$ cat src/rtl/sprq_pkg.sv
// shared constants for the processor request link (device end and agent end)
// assumes one 100 mhz clock shared by both ends and a bench that resolves the wires
package sprq_pkg;
    localparam int          CMD_W         = 5;
    localparam int          AD_W          = 32;
    localparam logic [3:0]  CMD_READ      = 4'h1;
    localparam logic [3:0]  CMD_WRITE     = 4'h2;
    localparam logic [3:0]  MORE_DATA_TAG = 4'h0;
    localparam logic [3:0]  END_DATA_TAG  = 4'h1;
    localparam logic [3:0]  ERR_DATA_TAG  = 4'h2;
    localparam int          DATA_BIT      = 4;
    localparam int          ACCEPT_HOLD   = 2;
    localparam int          SPACED_WAITS  = 2;
    localparam int          RECLAIM_DELAY = 2;
    localparam logic [3:0]  LEN_RESET     = 4'h0;
endpackage

$ cat src/rtl/sprq_link_if.sv
// wires between processor end and agent end
// assumes the bench resolves buses from the two output enables (low = driving)
interface sprq_link_if;
    logic [4:0]  dev_cmd;
    logic [31:0] dev_ad;
    logic        dev_oe_n;
    logic [4:0]  agt_cmd;
    logic [31:0] agt_ad;
    logic        agt_oe_n;
    logic [4:0]  cmd_id_bus;
    logic [31:0] addr_data_bus;
    logic        proc_valid_n;
    logic        agent_valid_n;
    logic        agent_accept_n;
    logic        proc_owns_bus_n;
    logic        agent_bus_request_n;
    modport dev (output dev_cmd, dev_ad, dev_oe_n, proc_valid_n, proc_owns_bus_n,
                 input cmd_id_bus, addr_data_bus, agent_valid_n, agent_accept_n, agent_bus_request_n);
    modport agt (output agt_cmd, agt_ad, agt_oe_n, agent_valid_n, agent_accept_n, agent_bus_request_n,
                 input cmd_id_bus, addr_data_bus, proc_valid_n, proc_owns_bus_n);
endinterface

$ cat src/rtl/sprq_dev.sv
// processor end: issues reads and writes, hands the bus over after reads
// assumes the agent keeps its side of the handshake; write data waits in a fifo
module sprq_dev #(
    parameter int FIFO_DEPTH = 8
) (
    // clock and reset
    input  wire logic        REF_CLK_IN,
    input  wire logic        RST_N_IN,
    // link
    sprq_link_if.dev         LINK,
    // request port: len 0 = read, 1..n = write bytes
    input  wire logic        REQ_VALID_IN,
    output logic             REQ_READY_OUT,
    input  wire logic [31:0] REQ_ADDR_IN,
    input  wire logic [3:0]  REQ_LEN_IN,
    input  wire logic        RATE_SPACED_IN,
    // write data stream, one 32-bit word per data cycle
    input  wire logic [31:0] WDATA_IN,
    input  wire logic        WDATA_VALID_IN,
    output logic             WDATA_READY_OUT,
    // read response
    output logic [31:0]      RDATA_OUT,
    output logic             RDATA_VALID_OUT,
    output logic             RDATA_LAST_OUT,
    output logic             BUS_ERROR_OUT
);
    typedef enum logic [4:0] {
        ST_IDLE  = 5'b00001,
        ST_ADDR  = 5'b00010,
        ST_DATA  = 5'b00100,
        ST_SLAVE = 5'b01000,
        ST_GAP   = 5'b10000
    } sprq_dev_st_t;
    sprq_dev_st_t st_r;
    logic [4:0]   cmd_in_r;
    logic [31:0]  ad_in_r;
    logic         agent_valid_n_r;
    logic         accept_r;
    logic         accept_seen_r;
    logic         agent_bus_request_n_r;
    logic [3:0]   rem_r;
    logic         is_read_r;
    logic         spaced_r;
    logic [1:0]   wait_r;
    logic [1:0]   gap_r;
    logic [3:0]   split_r;
    logic [31:0]  split_addr_r;
    logic         read_pend_r;
    logic         fifo_valid;
    logic [31:0]  fifo_data;
    logic         fifo_pop;
    logic         resp_end;
    // input capture on the clock edge
    always_ff @(posedge REF_CLK_IN) begin
        cmd_in_r <= LINK.cmd_id_bus;
        ad_in_r  <= LINK.addr_data_bus;
        agent_valid_n_r <= ~LINK.agent_valid_n;
        accept_r <= ~LINK.agent_accept_n;
        agent_bus_request_n_r   <= ~LINK.agent_bus_request_n;
    end
    sprq_fifo #(.WIDTH(32), .DEPTH(FIFO_DEPTH)) u_wfifo (
        .clk_in       (REF_CLK_IN),
        .rst_n_in     (RST_N_IN),
        .in_data_in   (WDATA_IN),
        .in_valid_in  (WDATA_VALID_IN),
        .in_ready_out (WDATA_READY_OUT),
        .out_data_out (fifo_data),
        .out_valid_out(fifo_valid),
        .out_ready_in (fifo_pop)
    );
    // fifo drains only on a paced data cycle; an empty fifo stalls the write
    assign fifo_pop = (st_r == ST_DATA) && (wait_r == 2'd0) && fifo_valid;
    assign resp_end = (st_r == ST_SLAVE) && agent_valid_n_r && cmd_in_r[sprq_pkg::DATA_BIT]
                      && (cmd_in_r[3:0] != sprq_pkg::MORE_DATA_TAG);
    // ready stays combinational so a waiting request is taken on the first edge after the device returns to idle
    // with no split half left; registering it would cost a cycle between dense writes
    assign REQ_READY_OUT = (st_r == ST_IDLE) && (split_r == sprq_pkg::LEN_RESET)
                           && !read_pend_r;
    always_ff @(posedge REF_CLK_IN) begin
        if (!RST_N_IN) begin
            st_r              <= ST_IDLE;
            LINK.dev_cmd      <= '0;
            LINK.dev_ad       <= '0;
            LINK.dev_oe_n     <= 1'b0;
            LINK.proc_valid_n <= 1'b1;
            LINK.proc_owns_bus_n <= 1'b0;
            rem_r         <= '0;
            is_read_r     <= 1'b0;
            spaced_r      <= 1'b0;
            wait_r        <= '0;
            gap_r         <= '0;
            split_r       <= sprq_pkg::LEN_RESET;
            split_addr_r  <= '0;
            read_pend_r   <= 1'b0;
            accept_seen_r <= 1'b0;
        end else begin
            case (st_r)
                ST_IDLE: begin
                    LINK.proc_valid_n <= 1'b1;
                    accept_seen_r     <= 1'b0;
                    if (split_r != sprq_pkg::LEN_RESET) begin
                        // second half of a 5..7 byte write
                        LINK.dev_cmd      <= {1'b0, sprq_pkg::CMD_WRITE};
                        LINK.dev_ad       <= split_addr_r;
                        LINK.proc_valid_n <= 1'b0;
                        rem_r             <= 4'd1;
                        is_read_r         <= 1'b0;
                        split_r           <= sprq_pkg::LEN_RESET;
                        st_r              <= ST_ADDR;
                    end else if (REQ_VALID_IN && !read_pend_r) begin
                        is_read_r         <= (REQ_LEN_IN == 4'd0);
                        spaced_r          <= RATE_SPACED_IN;
                        LINK.dev_cmd      <= {1'b0, (REQ_LEN_IN == 4'd0) ? sprq_pkg::CMD_READ
                                                                         : sprq_pkg::CMD_WRITE};
                        LINK.dev_ad       <= REQ_ADDR_IN;
                        LINK.proc_valid_n <= 1'b0;
                        if (REQ_LEN_IN > 4'd4 && REQ_LEN_IN < 4'd8) begin
                            rem_r        <= 4'd1;
                            split_r      <= REQ_LEN_IN - 4'd4;
                            split_addr_r <= REQ_ADDR_IN + 32'h4;
                        end else begin
                            rem_r <= (REQ_LEN_IN <= 4'd4) ? 4'd1 : REQ_LEN_IN >> 2;
                        end
                        st_r <= ST_ADDR;
                    end
                end
                ST_ADDR: begin
                    // address cycle repeats until accept seen, then one more cycle
                    if (accept_r) begin
                        accept_seen_r <= 1'b1;
                    end
                    if (accept_r && accept_seen_r) begin
                        if (is_read_r) begin
                            LINK.proc_owns_bus_n <= 1'b1;
                            LINK.dev_oe_n        <= 1'b1;
                            LINK.proc_valid_n    <= 1'b1;
                            read_pend_r          <= 1'b1;
                            st_r                 <= ST_SLAVE;
                        end else begin
                            LINK.proc_valid_n <= 1'b1;
                            wait_r            <= 2'd0;
                            st_r              <= ST_DATA;
                        end
                    end
                end
                ST_DATA: begin
                    LINK.proc_valid_n <= 1'b1;
                    if (wait_r != 2'd0) begin
                        wait_r <= wait_r - 2'd1;
                    end else if (fifo_valid) begin
                        LINK.dev_cmd      <= {1'b1, (rem_r == 4'd1) ? sprq_pkg::END_DATA_TAG
                                                                    : sprq_pkg::MORE_DATA_TAG};
                        LINK.dev_ad       <= fifo_data;
                        LINK.proc_valid_n <= 1'b0;
                        rem_r             <= rem_r - 4'd1;
                        wait_r            <= spaced_r ? 2'(sprq_pkg::SPACED_WAITS) : 2'd0;
                        if (rem_r == 4'd1) begin
                            // spaced pattern leaves two idle cycles before next request
                            gap_r <= spaced_r ? 2'(sprq_pkg::SPACED_WAITS) : 2'd0;
                            st_r  <= spaced_r ? ST_GAP : ST_IDLE;
                        end
                    end
                end
                // idle cycles after the last spaced data word, before the next request
                ST_GAP: begin
                    LINK.proc_valid_n <= 1'b1;
                    gap_r <= gap_r - 2'd1;
                    if (gap_r == 2'd1) begin
                        st_r <= ST_IDLE;
                    end
                end
                ST_SLAVE: begin
                    // the input register already costs one cycle, so taking the bus back on the
                    // edge that sees the last data lands two cycles after that data cycle
                    if (resp_end) begin
                        read_pend_r <= 1'b0;
                        if (!agent_bus_request_n_r) begin
                            LINK.proc_owns_bus_n <= 1'b0;
                            LINK.dev_oe_n        <= 1'b0;
                            st_r                 <= ST_IDLE;
                        end
                    end else if (!read_pend_r && !agent_bus_request_n_r) begin
                        // agent kept the bus after the response; take it back once it lets go
                        LINK.proc_owns_bus_n <= 1'b0;
                        LINK.dev_oe_n        <= 1'b0;
                        st_r                 <= ST_IDLE;
                    end
                end
                default: st_r <= ST_IDLE;
            endcase
        end
    end
    // read response outputs pulse for one cycle per data word, error included
    always_ff @(posedge REF_CLK_IN) begin
        if (!RST_N_IN) begin
            RDATA_OUT       <= '0;
            RDATA_VALID_OUT <= 1'b0;
            RDATA_LAST_OUT  <= 1'b0;
            BUS_ERROR_OUT   <= 1'b0;
        end else begin
            RDATA_VALID_OUT <= (st_r == ST_SLAVE) && agent_valid_n_r && cmd_in_r[sprq_pkg::DATA_BIT];
            RDATA_LAST_OUT  <= resp_end;
            RDATA_OUT       <= ad_in_r;
            BUS_ERROR_OUT   <= (st_r == ST_SLAVE) && agent_valid_n_r && cmd_in_r[sprq_pkg::DATA_BIT]
                               && (cmd_in_r[3:0] == sprq_pkg::ERR_DATA_TAG);
        end
    end
endmodule

$ cat src/rtl/sprq_fifo.sv
// small synchronous fifo with valid/ready on both sides
// assumes a single clock and synchronous active-low reset
module sprq_fifo #(
    parameter int WIDTH = 32,
    parameter int DEPTH = 8
) (
    input  wire logic             clk_in,
    input  wire logic             rst_n_in,
    input  wire logic [WIDTH-1:0] in_data_in,
    input  wire logic             in_valid_in,
    output logic                  in_ready_out,
    output logic      [WIDTH-1:0] out_data_out,
    output logic                  out_valid_out,
    input  wire logic             out_ready_in
);
    localparam int AW = $clog2(DEPTH);
    logic [WIDTH-1:0] mem_r [DEPTH];
    logic [AW-1:0]    wr_r;
    logic [AW-1:0]    rd_r;
    logic [AW:0]      cnt_r;
    logic             push;
    logic             pop;
    assign in_ready_out  = (cnt_r != (AW+1)'(DEPTH));
    assign out_valid_out = (cnt_r != '0);
    assign out_data_out  = mem_r[rd_r];
    assign push = in_valid_in && in_ready_out;
    assign pop  = out_valid_out && out_ready_in;
    always_ff @(posedge clk_in) begin
        if (push) begin
            mem_r[wr_r] <= in_data_in;
        end
    end
    always_ff @(posedge clk_in) begin
        if (!rst_n_in) begin
            wr_r  <= '0;
            rd_r  <= '0;
            cnt_r <= '0;
        end else begin
            if (push) begin
                wr_r <= (wr_r == AW'(DEPTH - 1)) ? '0 : wr_r + AW'(1);
            end
            if (pop) begin
                rd_r <= (rd_r == AW'(DEPTH - 1)) ? '0 : rd_r + AW'(1);
            end
            cnt_r <= cnt_r + (AW+1)'(push) - (AW+1)'(pop);
        end
    end
endmodule

$ cat src/flat_wrapper.sv
// flat-port wrapper written by rule: the top's interface ports become plain ports
module sprq_dev_flat 
#(
    parameter int FIFO_DEPTH = 8
)
  (REF_CLK_IN, RST_N_IN, REQ_VALID_IN, REQ_READY_OUT, REQ_ADDR_IN, REQ_LEN_IN, RATE_SPACED_IN, WDATA_IN, WDATA_VALID_IN, WDATA_READY_OUT, RDATA_OUT, RDATA_VALID_OUT, RDATA_LAST_OUT, BUS_ERROR_OUT, LINK_dev_cmd, LINK_dev_ad, LINK_dev_oe_n, LINK_proc_valid_n, LINK_proc_owns_bus_n, LINK_cmd_id_bus, LINK_addr_data_bus, LINK_agent_valid_n, LINK_agent_accept_n, LINK_agent_bus_request_n);
  sprq_link_if LINK_i ();
  input  wire logic REF_CLK_IN;
  input  wire logic RST_N_IN;
  input  wire logic REQ_VALID_IN;
  output logic REQ_READY_OUT;
  input  wire logic [31:0] REQ_ADDR_IN;
  input  wire logic [3:0] REQ_LEN_IN;
  input  wire logic RATE_SPACED_IN;
  input  wire logic [31:0] WDATA_IN;
  input  wire logic WDATA_VALID_IN;
  output logic WDATA_READY_OUT;
  output logic [31:0] RDATA_OUT;
  output logic RDATA_VALID_OUT;
  output logic RDATA_LAST_OUT;
  output logic BUS_ERROR_OUT;
  output wire logic [$bits(LINK_i.dev_cmd)-1:0] LINK_dev_cmd;
  output wire logic [$bits(LINK_i.dev_ad)-1:0] LINK_dev_ad;
  output wire logic [$bits(LINK_i.dev_oe_n)-1:0] LINK_dev_oe_n;
  output wire logic [$bits(LINK_i.proc_valid_n)-1:0] LINK_proc_valid_n;
  output wire logic [$bits(LINK_i.proc_owns_bus_n)-1:0] LINK_proc_owns_bus_n;
  input wire logic [$bits(LINK_i.cmd_id_bus)-1:0] LINK_cmd_id_bus;
  input wire logic [$bits(LINK_i.addr_data_bus)-1:0] LINK_addr_data_bus;
  input wire logic [$bits(LINK_i.agent_valid_n)-1:0] LINK_agent_valid_n;
  input wire logic [$bits(LINK_i.agent_accept_n)-1:0] LINK_agent_accept_n;
  input wire logic [$bits(LINK_i.agent_bus_request_n)-1:0] LINK_agent_bus_request_n;
  assign LINK_dev_cmd = LINK_i.dev_cmd;
  assign LINK_dev_ad = LINK_i.dev_ad;
  assign LINK_dev_oe_n = LINK_i.dev_oe_n;
  assign LINK_proc_valid_n = LINK_i.proc_valid_n;
  assign LINK_proc_owns_bus_n = LINK_i.proc_owns_bus_n;
  assign LINK_i.cmd_id_bus = LINK_cmd_id_bus;
  assign LINK_i.addr_data_bus = LINK_addr_data_bus;
  assign LINK_i.agent_valid_n = LINK_agent_valid_n;
  assign LINK_i.agent_accept_n = LINK_agent_accept_n;
  assign LINK_i.agent_bus_request_n = LINK_agent_bus_request_n;
  sprq_dev #(.FIFO_DEPTH(FIFO_DEPTH)) u_core (.REF_CLK_IN(REF_CLK_IN), .RST_N_IN(RST_N_IN), .LINK(LINK_i), .REQ_VALID_IN(REQ_VALID_IN), .REQ_READY_OUT(REQ_READY_OUT), .REQ_ADDR_IN(REQ_ADDR_IN), .REQ_LEN_IN(REQ_LEN_IN), .RATE_SPACED_IN(RATE_SPACED_IN), .WDATA_IN(WDATA_IN), .WDATA_VALID_IN(WDATA_VALID_IN), .WDATA_READY_OUT(WDATA_READY_OUT), .RDATA_OUT(RDATA_OUT), .RDATA_VALID_OUT(RDATA_VALID_OUT), .RDATA_LAST_OUT(RDATA_LAST_OUT), .BUS_ERROR_OUT(BUS_ERROR_OUT));
endmodule
$ cat config.mk
export PLATFORM = sky130hd
export DESIGN_NAME = sprq_dev_flat
export DESIGN_NICKNAME = d
export VERILOG_FILES = /design/src/rtl/sprq_pkg.sv /design/src/rtl/sprq_link_if.sv /design/src/rtl/sprq_dev.sv /design/src/rtl/sprq_fifo.sv /design/src/flat_wrapper.sv
export SDC_FILE = /design/constraint.sdc
export NUM_CORES = 1
export LEC_CHECK = 0
export BUFFER_PORTS_ARGS = -buffer_cell sky130_fd_sc_hd__buf_2
export CAP_MARGIN = 20
export CORE_ASPECT_RATIO = 0.8
export CORE_MARGIN = 2
export CORE_UTILIZATION = 40
export CTS_CLUSTER_SIZE = 28
export DETAILED_ROUTE_END_ITERATION = 10
export PLACE_DENSITY = 0.54
export SETUP_SLACK_MARGIN = 0.1
export SLEW_MARGIN = 20
export SYNTH_ARGS = -nofsm -noshare
export SYNTH_HDL_FRONTEND = slang
export SYNTH_SLANG_ARGS = --single-unit
$ cat constraint.sdc
create_clock -name REF_CLK_IN -period 6 [get_ports REF_CLK_IN]
set_input_delay 1.2 -clock REF_CLK_IN [delete_from_list [all_inputs] [get_ports REF_CLK_IN]]
set_output_delay 1.2 -clock REF_CLK_IN [all_outputs]
set_load 0.02 [all_outputs]
==> results of run 1 <==
registers in the layout, indices dropped and copies added, names as in the netlist, 2 cells and up, named ones only:
register and flops:
u_core.wait_r 2, u_core.st_r 5, u_core.ad_in_r 32, u_core.split_addr_r 32, u_core.LINK.dev_ad 32, u_core.cmd_in_r 5
u_core.u_wfifo.mem_r 256, u_core.rem_r 4, u_core.u_wfifo.rd_r 3, u_core.gap_r 2, u_core.split_r 4, u_core.RDATA_OUT 32
u_core.LINK.dev_cmd 3, u_core.u_wfifo.wr_r 3, u_core.u_wfifo.cnt_r 4
worst paths after layout:
| path | cells after the start | slack, ps | end | startpoint |
|---|---|---|---|---|
| hold reg to reg | 1 | 410 | u_core.RDATA_OUT[2] | u_core.ad_in_r[2] |
| setup reg to reg | 5 | 3270 | u_core.LINK.dev_ad[19] | register |
| hold / removal | 1 | 410 | u_core.RDATA_OUT[2] | u_core.ad_in_r[2] |
| setup / recovery | 4 | 2540 | REQ_READY_OUT | u_core.st_r[4] |
report_power, final:
group	internal, mW	switching, mW	total, mW
clock	1.62	1.14	2.76
combinational	0.471	0.767	1.24
sequential	3.40	0.150	3.55
critical path, cell delays in order, from the launching register on:
cell and delay (ps):
dfxtp_1 380, nor4_2 440, nand2_1 380, nor3_1 280, buf_2 210
kinds of logic after synthesis:
kind of cell             after synthesis  synth area share
AND/OR/NAND/NOR                      288            0.0888
XOR/XNOR                              31            0.0164
flip-flops                           434             0.680
other                                  1          0.000227
multiplexers                         101             0.112
AO/OA/AOI/OAI                        162            0.0670
buffers and inverters                 85            0.0222
adder cells (fa/ha/maj)               17            0.0133
area by class of cell:
type,count,area [sq um]
Antenna cell,3,7.51
Clock buffer,62,1310
Clock inverter,20,158
Fill cell,3584,21100
Inverter,18,67.6
Multi-Input combinational cell,601,4990
Sequential cell,434,11300
Tap cell,544,681
Timing Repair Buffer,211,1120
cells in the final DEF (no fill, tap or decap), types with 18 or more instances in the layout:
master	count
mux2_2	18
dfxtp_1	176
nor2_1	83
a211oi_1	21
o22ai_1	31
clkbuf_16	47
a21oi_1	36
nand2_1	39
nand3_1	22
xnor2_1	18
a22o_1	33
nor3_1	45
buf_4	24
edfxtp_1	256
buf_2	187
mux4_2	64
and2_1	36
per-layer routing:
metal	vias up	global-route usage	routed length, microns
li1	4658	-	-
met1	4986	0.270	19300
met2	260	0.295	18500
met3	64	0.0426	2450
met4	2	0.0521	856
met5	-	0	13
through the flow:
step / setup slack (ps) / hold slack, ps / power (mW) / util
floorplan: 1070 / 412 / 4.37 / -
global placement: 2850 / 413 / 4.84 / 0.445
detailed placement: 2820 / 418 / 4.85 / 0.445
CTS: 2540 / 411 / 7.63 / 0.481
global route: 2370 / 424 / 7.85 / 0.481
finish: 2540 / 415 / 7.54 / 0.481
==> impl_results.md, run 1 <==
* Largest cells by area after synthesis: edfxtp_1 (46%), dfxtp_1 (22%), mux4_2 (8.7%)
* Die area at 43000 sq um
* Synth Register Bits at about 430
* CTS clk-pin slew, worst paths at roughly 60 ps
* Top_reg_cell synth: edfxtp_1
* Area of the core at about 41000 sq um
* Arr. time, crit path at 2260 ps
* GPL Wtd Cong at 0.814
* Synthesized cell area at 16500 sq um
* Post-synth EDFFs at 256
* Outcome: finished, final reports clean
* Setup TNS at 0 ps
* Avg Vias per Cell at 5.27
* Slew headroom at 0.368
* H-tree depth at 2
* Min-Delay Path Class: register to register
* # IOs at 190
* Vias at 9970
* Synthesized area per cell at 14.8 sq um
* Initial Util at 0.406
* Synth async-reset ratio at 0
* Final Non-Filler Cells at 1893
* First-pass GRT wire length at 61200 microns
* Clock Skew at 27.0 ps
* All-layer global routing usage at 0.190
* TritonCTS buffer count at 44
* Max Cap Violations at 0
* Largest net degree at the start of global routing at 62
* Max IR drop VDD at approximately 0.21 mV
* CP required at 4800 ps
* Yosys cell types at 62
* CTS Root Cell: clkbuf_16
* Top-area cell type share of the netlist area at 0.465
* Most common cell in the netlist: edfxtp_1
* Dpl hpwl at 25700 microns
* Vias in the first global route at 9772
* P per Cell Area at 385 nW/um^2
* Fin crit period at between 3000 and 4000 ps
* Area delta synth->final at 18.4%
* IO buf count at ~190
* DR iter-0 viols at 747
* Cell Rows at 66
* Pre-antenna DRT Iters at 5
* Post-route DRC violation count at 0
* Hold buffers post-CTS at 0
* Placed inst area at ~18000 sq um
* Least-Margin Pin Slew at 947 ps
* Clock Sinks at 434
* CTS resizes at 0
* Inst Count DP at 1808
* Detailed-route wire length per cell at 21.7 microns
* Post-synth top area cell: edfxtp_1
* CTS tree: done
* Longest Clk Path Bufs at 3
* Nets at 1440
* Mapped Cells at 1119
* CP endpoint kind: primary output
* Total gr overflow at 0
* Post-CTS setup buffers at 0
* Period utilisation layout at 0.576
* Antenna viol nets, final at 0
* Setup repair after global routing missed its margin: false
* Fmax at 289 MHz
* Yosys warning count at 0
* CP Launch Type: register
* Worst skew pair latency at about 560 ps
* Post-synth top cells: edfxtp_1 (256), dfxtp_1 (178), nor2_1 (88)
* Crit path kind: register to primary output
* Die X at 231 microns
* Layout cells sized above 1 at 0.289
* Die extent in y at 186 microns
* Register area share after synthesis at 0.680
* Fin. Hold Viols at 0
* Max Slew Vio Count at 0
* Pleak at 6.96 nW
* Setup-failing EPs final at 0
* Worst Path Max Fanout at 11
* Finished layout cell area at 19600 sq um
* Antenna violations before repair at 3
* Total wire length at 41200 microns
(Power assumes the default switching activity.)
==> run 2: changes to the inputs <==
- clock period: 6 -> 3.6 ns (I/O delays scaled with it)
==> impl_results.md, run 2 (synthesized netlist as in run 1, its figures left out) <==
* Vias in the first global route at 10000 (+2.5%)
* DR iter-0 viols at 723 (-3.2%)
* First-pass GRT wire length at 62800 microns (+2.6%)
* Setup TNS at 0 ps (unchanged)
* Worst skew pair latency at 580 ps (+20 ps)
* Setup-failing EPs final at 0 (unchanged)
* Max Slew Vio Count at 0 (unchanged)
* Fmax at ~340 MHz
* All-layer global routing usage at 0.197 (+0.00635)
* Met2 GRT Util at 0.306 (+0.0107)
* Least-Margin Pin Slew at 968 ps (+20.9 ps)
* Final Non-Filler Cells at 1892 (-0.053%)
* Fin. Hold Viols at 0 (unchanged)
* Slew headroom at 0.354 (-0.0140)
* Vias at 10100 (+1.0%)
* GR peak layer: met2
* Die area at 43000 sq um (unchanged)
* Largest Register: u_core.u_wfifo.mem_r
* Arr. time, crit path at 2260 ps (about the same)
* Outcome: finished, final reports clean
* Initial Util at 0.406 (unchanged)
* Post-route DRC violation count at 0 (unchanged)
* PnR worst setup slack at 625 ps (-1920 ps)
* Most frequent cells in the layout: edfxtp_1 (256), buf_2 (187), dfxtp_1 (176)
* Avg Vias per Cell at 5.32 (+1.1%)
* Hold Path Depth at 1 (unchanged)
* Total wire length at 41800 microns (+1.5%)
* CTS tree: done
* GPL Wtd Cong at 0.788 (-3.2%)
* Cell Rows at 66 (unchanged)
* Antenna violations before repair at 4 (+1)
* Crit path kind: register to primary output
* Period utilisation layout at 0.826
* CP Launch Type: register
* Longest Clk Path Bufs at 3 (unchanged)
* Nets at 1440 (unchanged)
* Max IR drop VDD at 0.371 mV (+76%)
* Layout cells sized above 1 at 0.288 (-0.000743)
* Antenna viol nets, final at 0 (unchanged)
* P per Cell Area at 636 nW/um^2 (+65%)
* Area of the core at 40700 sq um (unchanged)
* Detailed-route wire length per cell at 22.1 microns (+1.6%)
* Clock Sinks at 434 (unchanged)
* Dpl hpwl at 26400 microns (+2.6%)
* Pre-antenna DRT Iters at 5 (unchanged)
* Hold slack at 243 ps (-172 ps)
* Post-CTS setup buffers at 0 (unchanged)
* CP endpoint kind: primary output
* Largest net degree at the start of global routing at 65 (+4.8%)
* Area delta synth->final at 18.7%
* CTS resizes at 0 (unchanged)
* TritonCTS buffer count at 44 (unchanged)
* Die extent in y at 186 microns (unchanged)
* R2R cell count at 6 (+1)
* Largest register FFs at 256 (unchanged)
* Pwr Total at 12.5 mW (+65%)
* H-tree depth at 2 (unchanged)
* CTS clk-pin slew, worst paths at 60 ps (about the same)
* GR Util met3 at 0.0346 (-0.00797)
* Pleak at 6.94 nW (-0.24%)
* Clock Skew at 19.1 ps (-7.96 ps)
* GR Util met1 at 0.281 (+0.0110)
* CTS Root Cell: clkbuf_16
* CP required at 2880 ps (-1920 ps)
* Worst Path Max Fanout at 11 (unchanged)
* Fin crit period at 2980 ps
* Die X at 231 microns (unchanged)
* Inst Count DP at 1808 (unchanged)
* Hold buffers post-CTS at 0 (unchanged)
* DP Worst Slack at 830 ps (-1990 ps)
* # IOs at 190 (unchanged)
* Commonest non-fill, non-tap cell in the layout: edfxtp_1
* Max Cap Violations at 0 (unchanged)
* Min-Delay Path Class: primary input to register
* Setup repair after global routing missed its margin: false
* IO buf count at 187 (unchanged)
* Total gr overflow at 0 (unchanged)
-- run 2: area by class of cell --
type,count,area [sq um]
Clock buffer,63,1240
Antenna cell,2,5.00
Multi-Input combinational cell,601,5000
Sequential cell,434,11300
Timing Repair Buffer,211,1200
Inverter,18,67.6
Fill cell,3598,21100
Tap cell,544,681
Clock inverter,19,164
-- run 2: path summary, 6_finish.rpt --
kind | from | to | slack, ps
setup / recovery | u_core.st_r[4] | REQ_READY_OUT | 620
hold / removal | LINK_addr_data_bus[21] | u_core.ad_in_r[21] | 240
setup reg to reg | u_core.st_r[4] | u_core.LINK.dev_ad[0] | 1060
hold reg to reg | u_core.ad_in_r[10] | u_core.RDATA_OUT[10] | 430
-- run 2: per-layer routing --
metal  share of wire  routed length [microns]
met5         0.00072                       30
met2            0.45                    19000
met4           0.021                      868
met3           0.047                     1950
met1            0.48                    20000
-- run 2: power breakdown --
part	leakage [nW]	internal, mW	switching (mW)
sequential	3.79	5.66	0.221
clock	0.698	2.57	1.91
combinational	2.45	0.791	1.32
-- run 2: stage by stage --
step | instance area [sq um] | utilization
floorplan | 16600 | -
global placement | 18200 | 0.447
detailed placement | 18200 | 0.447
CTS | 19600 | 0.482
global route | 19600 | 0.482
finish | 19600 | 0.482
-- run 2: critical path, cell delays in order, from the launching register on --
cell,delay [ps]
dfxtp_1,380
nor4_2,450
nand2_1,370
nor3_1,280
buf_2,210
==> run 3: changes to the inputs <==
- clock period: 3.6 -> 2.9 ns (I/O delays scaled with it)
==> impl_results.md, run 3 (synthesized netlist as in run 1, its figures left out) <==
* Fin. Hold Viols at 0 (unchanged)
* Worst skew pair latency at 560 ps (-20 ps)
* GR Util met3 at 0.0378 (+0.00322)
* Largest net degree at the start of global routing at 62 (-4.6%)
* Flop2flop setup slack at 310 ps (-750 ps)
* Clock Sinks at 434 (unchanged)
* Pleak at 7.03 nW (+1.3%)
* Antenna violations before repair at 5 (+1)
* Pre-antenna DRT Iters at 4 (-1)
* Avg Vias per Cell at 5.32 (about the same)
* Arr. time, crit path at 2090 ps (-170 ps)
* Vias at 10100 (+0.36%)
* Longest Clk Path Bufs at 3 (unchanged)
* Setup-failing EPs final at 0 (unchanged)
* Layout cells sized above 1 at 0.294 (+0.00568)
* Max Slew Vio Count at 0 (unchanged)
* Setup repair after global routing missed its margin: false
* First-pass GRT wire length at 62000 microns (-1.3%)
* Max Cap Violations at 0 (unchanged)
* CTS tree: done
* Clock Skew at 28.9 ps (+9.82 ps)
* Min-Delay Path Class: primary input to register
* Antenna viol nets, final at 0 (unchanged)
* Nets at 1448 (+0.56%)
* Die area at 43000 sq um (unchanged)
* Worst Path Max Fanout at 11 (unchanged)
* Sequential cell area at 11300 sq um (unchanged)
* Die extent in y at 186 microns (unchanged)
* Finished layout cell area at 19800 sq um (+1.1%)
* Met2 GRT Util at 0.313 (+0.00695)
* CP endpoint kind: primary output
* CP Launch Type: register
* Fin crit period at 2670 ps
* TritonCTS buffer count at 44 (unchanged)
* Filler cells at 3527 (-2.0%)
* Outcome: finished, final reports clean
* Slew headroom at 0.484 (+0.130)
* Fmax at 375 MHz
* Detailed-route wire length per cell at 21.9 microns (-0.83%)
* Vias in the first global route at 9853 (-1.6%)
* GPL Wtd Cong at 0.804 (+2.1%)
* # IOs at 190 (unchanged)
* DR iter-0 viols at 620 (-14%)
* Multi-input logic area at 5020 sq um (+0.40%)
* Initial Util at 0.406 (unchanged)
* CTS clk-pin slew, worst paths at 60 ps (about the same)
* GR peak layer: met2
* IO buf count at 187 (unchanged)
* Max IR drop VDD at 0.403 mV (+8.5%)
* Placed inst area at 18300 sq um (+0.60%)
* H-tree depth at 2 (unchanged)
* Total gr overflow at 0 (unchanged)
* Largest register FFs at 256 (unchanged)
* Most frequent cells in the layout: edfxtp_1 (256), buf_2 (187), dfxtp_1 (176)
* Pwr Total at 15.8 mW (+27%)
* Least-Margin Pin Slew at 767 ps (-201 ps)
* Period utilisation layout at 0.920
* Largest Register: u_core.u_wfifo.mem_r
* All-layer global routing usage at 0.193 (-0.00363)
* Dpl hpwl at 25600 microns (-3.1%)
* CTS Root Cell: clkbuf_16
* Crit path kind: register to primary output
* CP required at 2320 ps (-560 ps)
* Post-route DRC violation count at 0 (unchanged)
* Total wire length at 41600 microns (-0.47%)
* Setup TNS at 0 ps (unchanged)
* Commonest non-fill, non-tap cell in the layout: edfxtp_1
* GR Util met1 at 0.271 (-0.00982)
* P per Cell Area at 796 nW/um^2 (+25%)
* Die X at 231 microns (unchanged)
* Cell Rows at 66 (unchanged)
* Area of the core at 40700 sq um (unchanged)
* Area delta synth->final at 20.0%
## run 3: worst max-delay path, stage by stage, from the launching register on
cell	delay [ps]
dfxtp_1	400
nor4_4	490
nand2_4	180
nor3_1	250
buf_2	210
## run 3: metrics by stage
stage          utilization  hold WS [ps]  std cells  setup WS (ps)
5_1_grt              0.487          91.7       1898            151
3_5_place_dp         0.450           419       1816            418
2_1_floorplan            -           412       1120           -842
4_1_cts              0.487          88.5       1898            114
6_report             0.487           121       1899            233
3_3_place_gp         0.450           413       1816            545
## run 3: power by group
part           total, mW  internal, mW  switching (mW)
logic               2.68          1.03            1.65
registers           7.30          7.03           0.269
clock network       5.81          3.46            2.35
total               15.8          11.5            4.28
## run 3: repair_timing
item,CTS,global route
hold buffers,0,0
setup buffers,0,0
endpoints found under the setup margin,1,1
resized for setup,1,3
## run 3: cell type report
cell class | instances | area share
Tap cell | 544 | 0.0343
Inverter | 18 | 0.00340
Antenna cell | 1 | 0.000126
Sequential cell | 434 | 0.567
Timing Repair Buffer | 219 | 0.0662
Clock inverter | 15 | 0.00857
Multi-Input combinational cell | 601 | 0.253
Clock buffer | 67 | 0.0672
## run 3: path summary, 6_finish.rpt
kind,cells after the start,to,start
worst max register to register,6,u_core.LINK.dev_ad[12],u_core.st_r[4]
worst min register to register,1,u_core.RDATA_OUT[3],u_core.ad_in_r[3]
worst min-delay path,1,u_core.ad_in_r[13],LINK_addr_data_bus[13]
worst max-delay path,4,REQ_READY_OUT,u_core.st_r[4]
## run 3: per-layer routing
metal,wire [microns],vias to the layer above,part of all wire
met5,32,-,0.00077
met1,19100,5136,0.46
met2,19700,248,0.47
met3,2240,51,0.054
li1,-,4666,-
met4,566,6,0.014
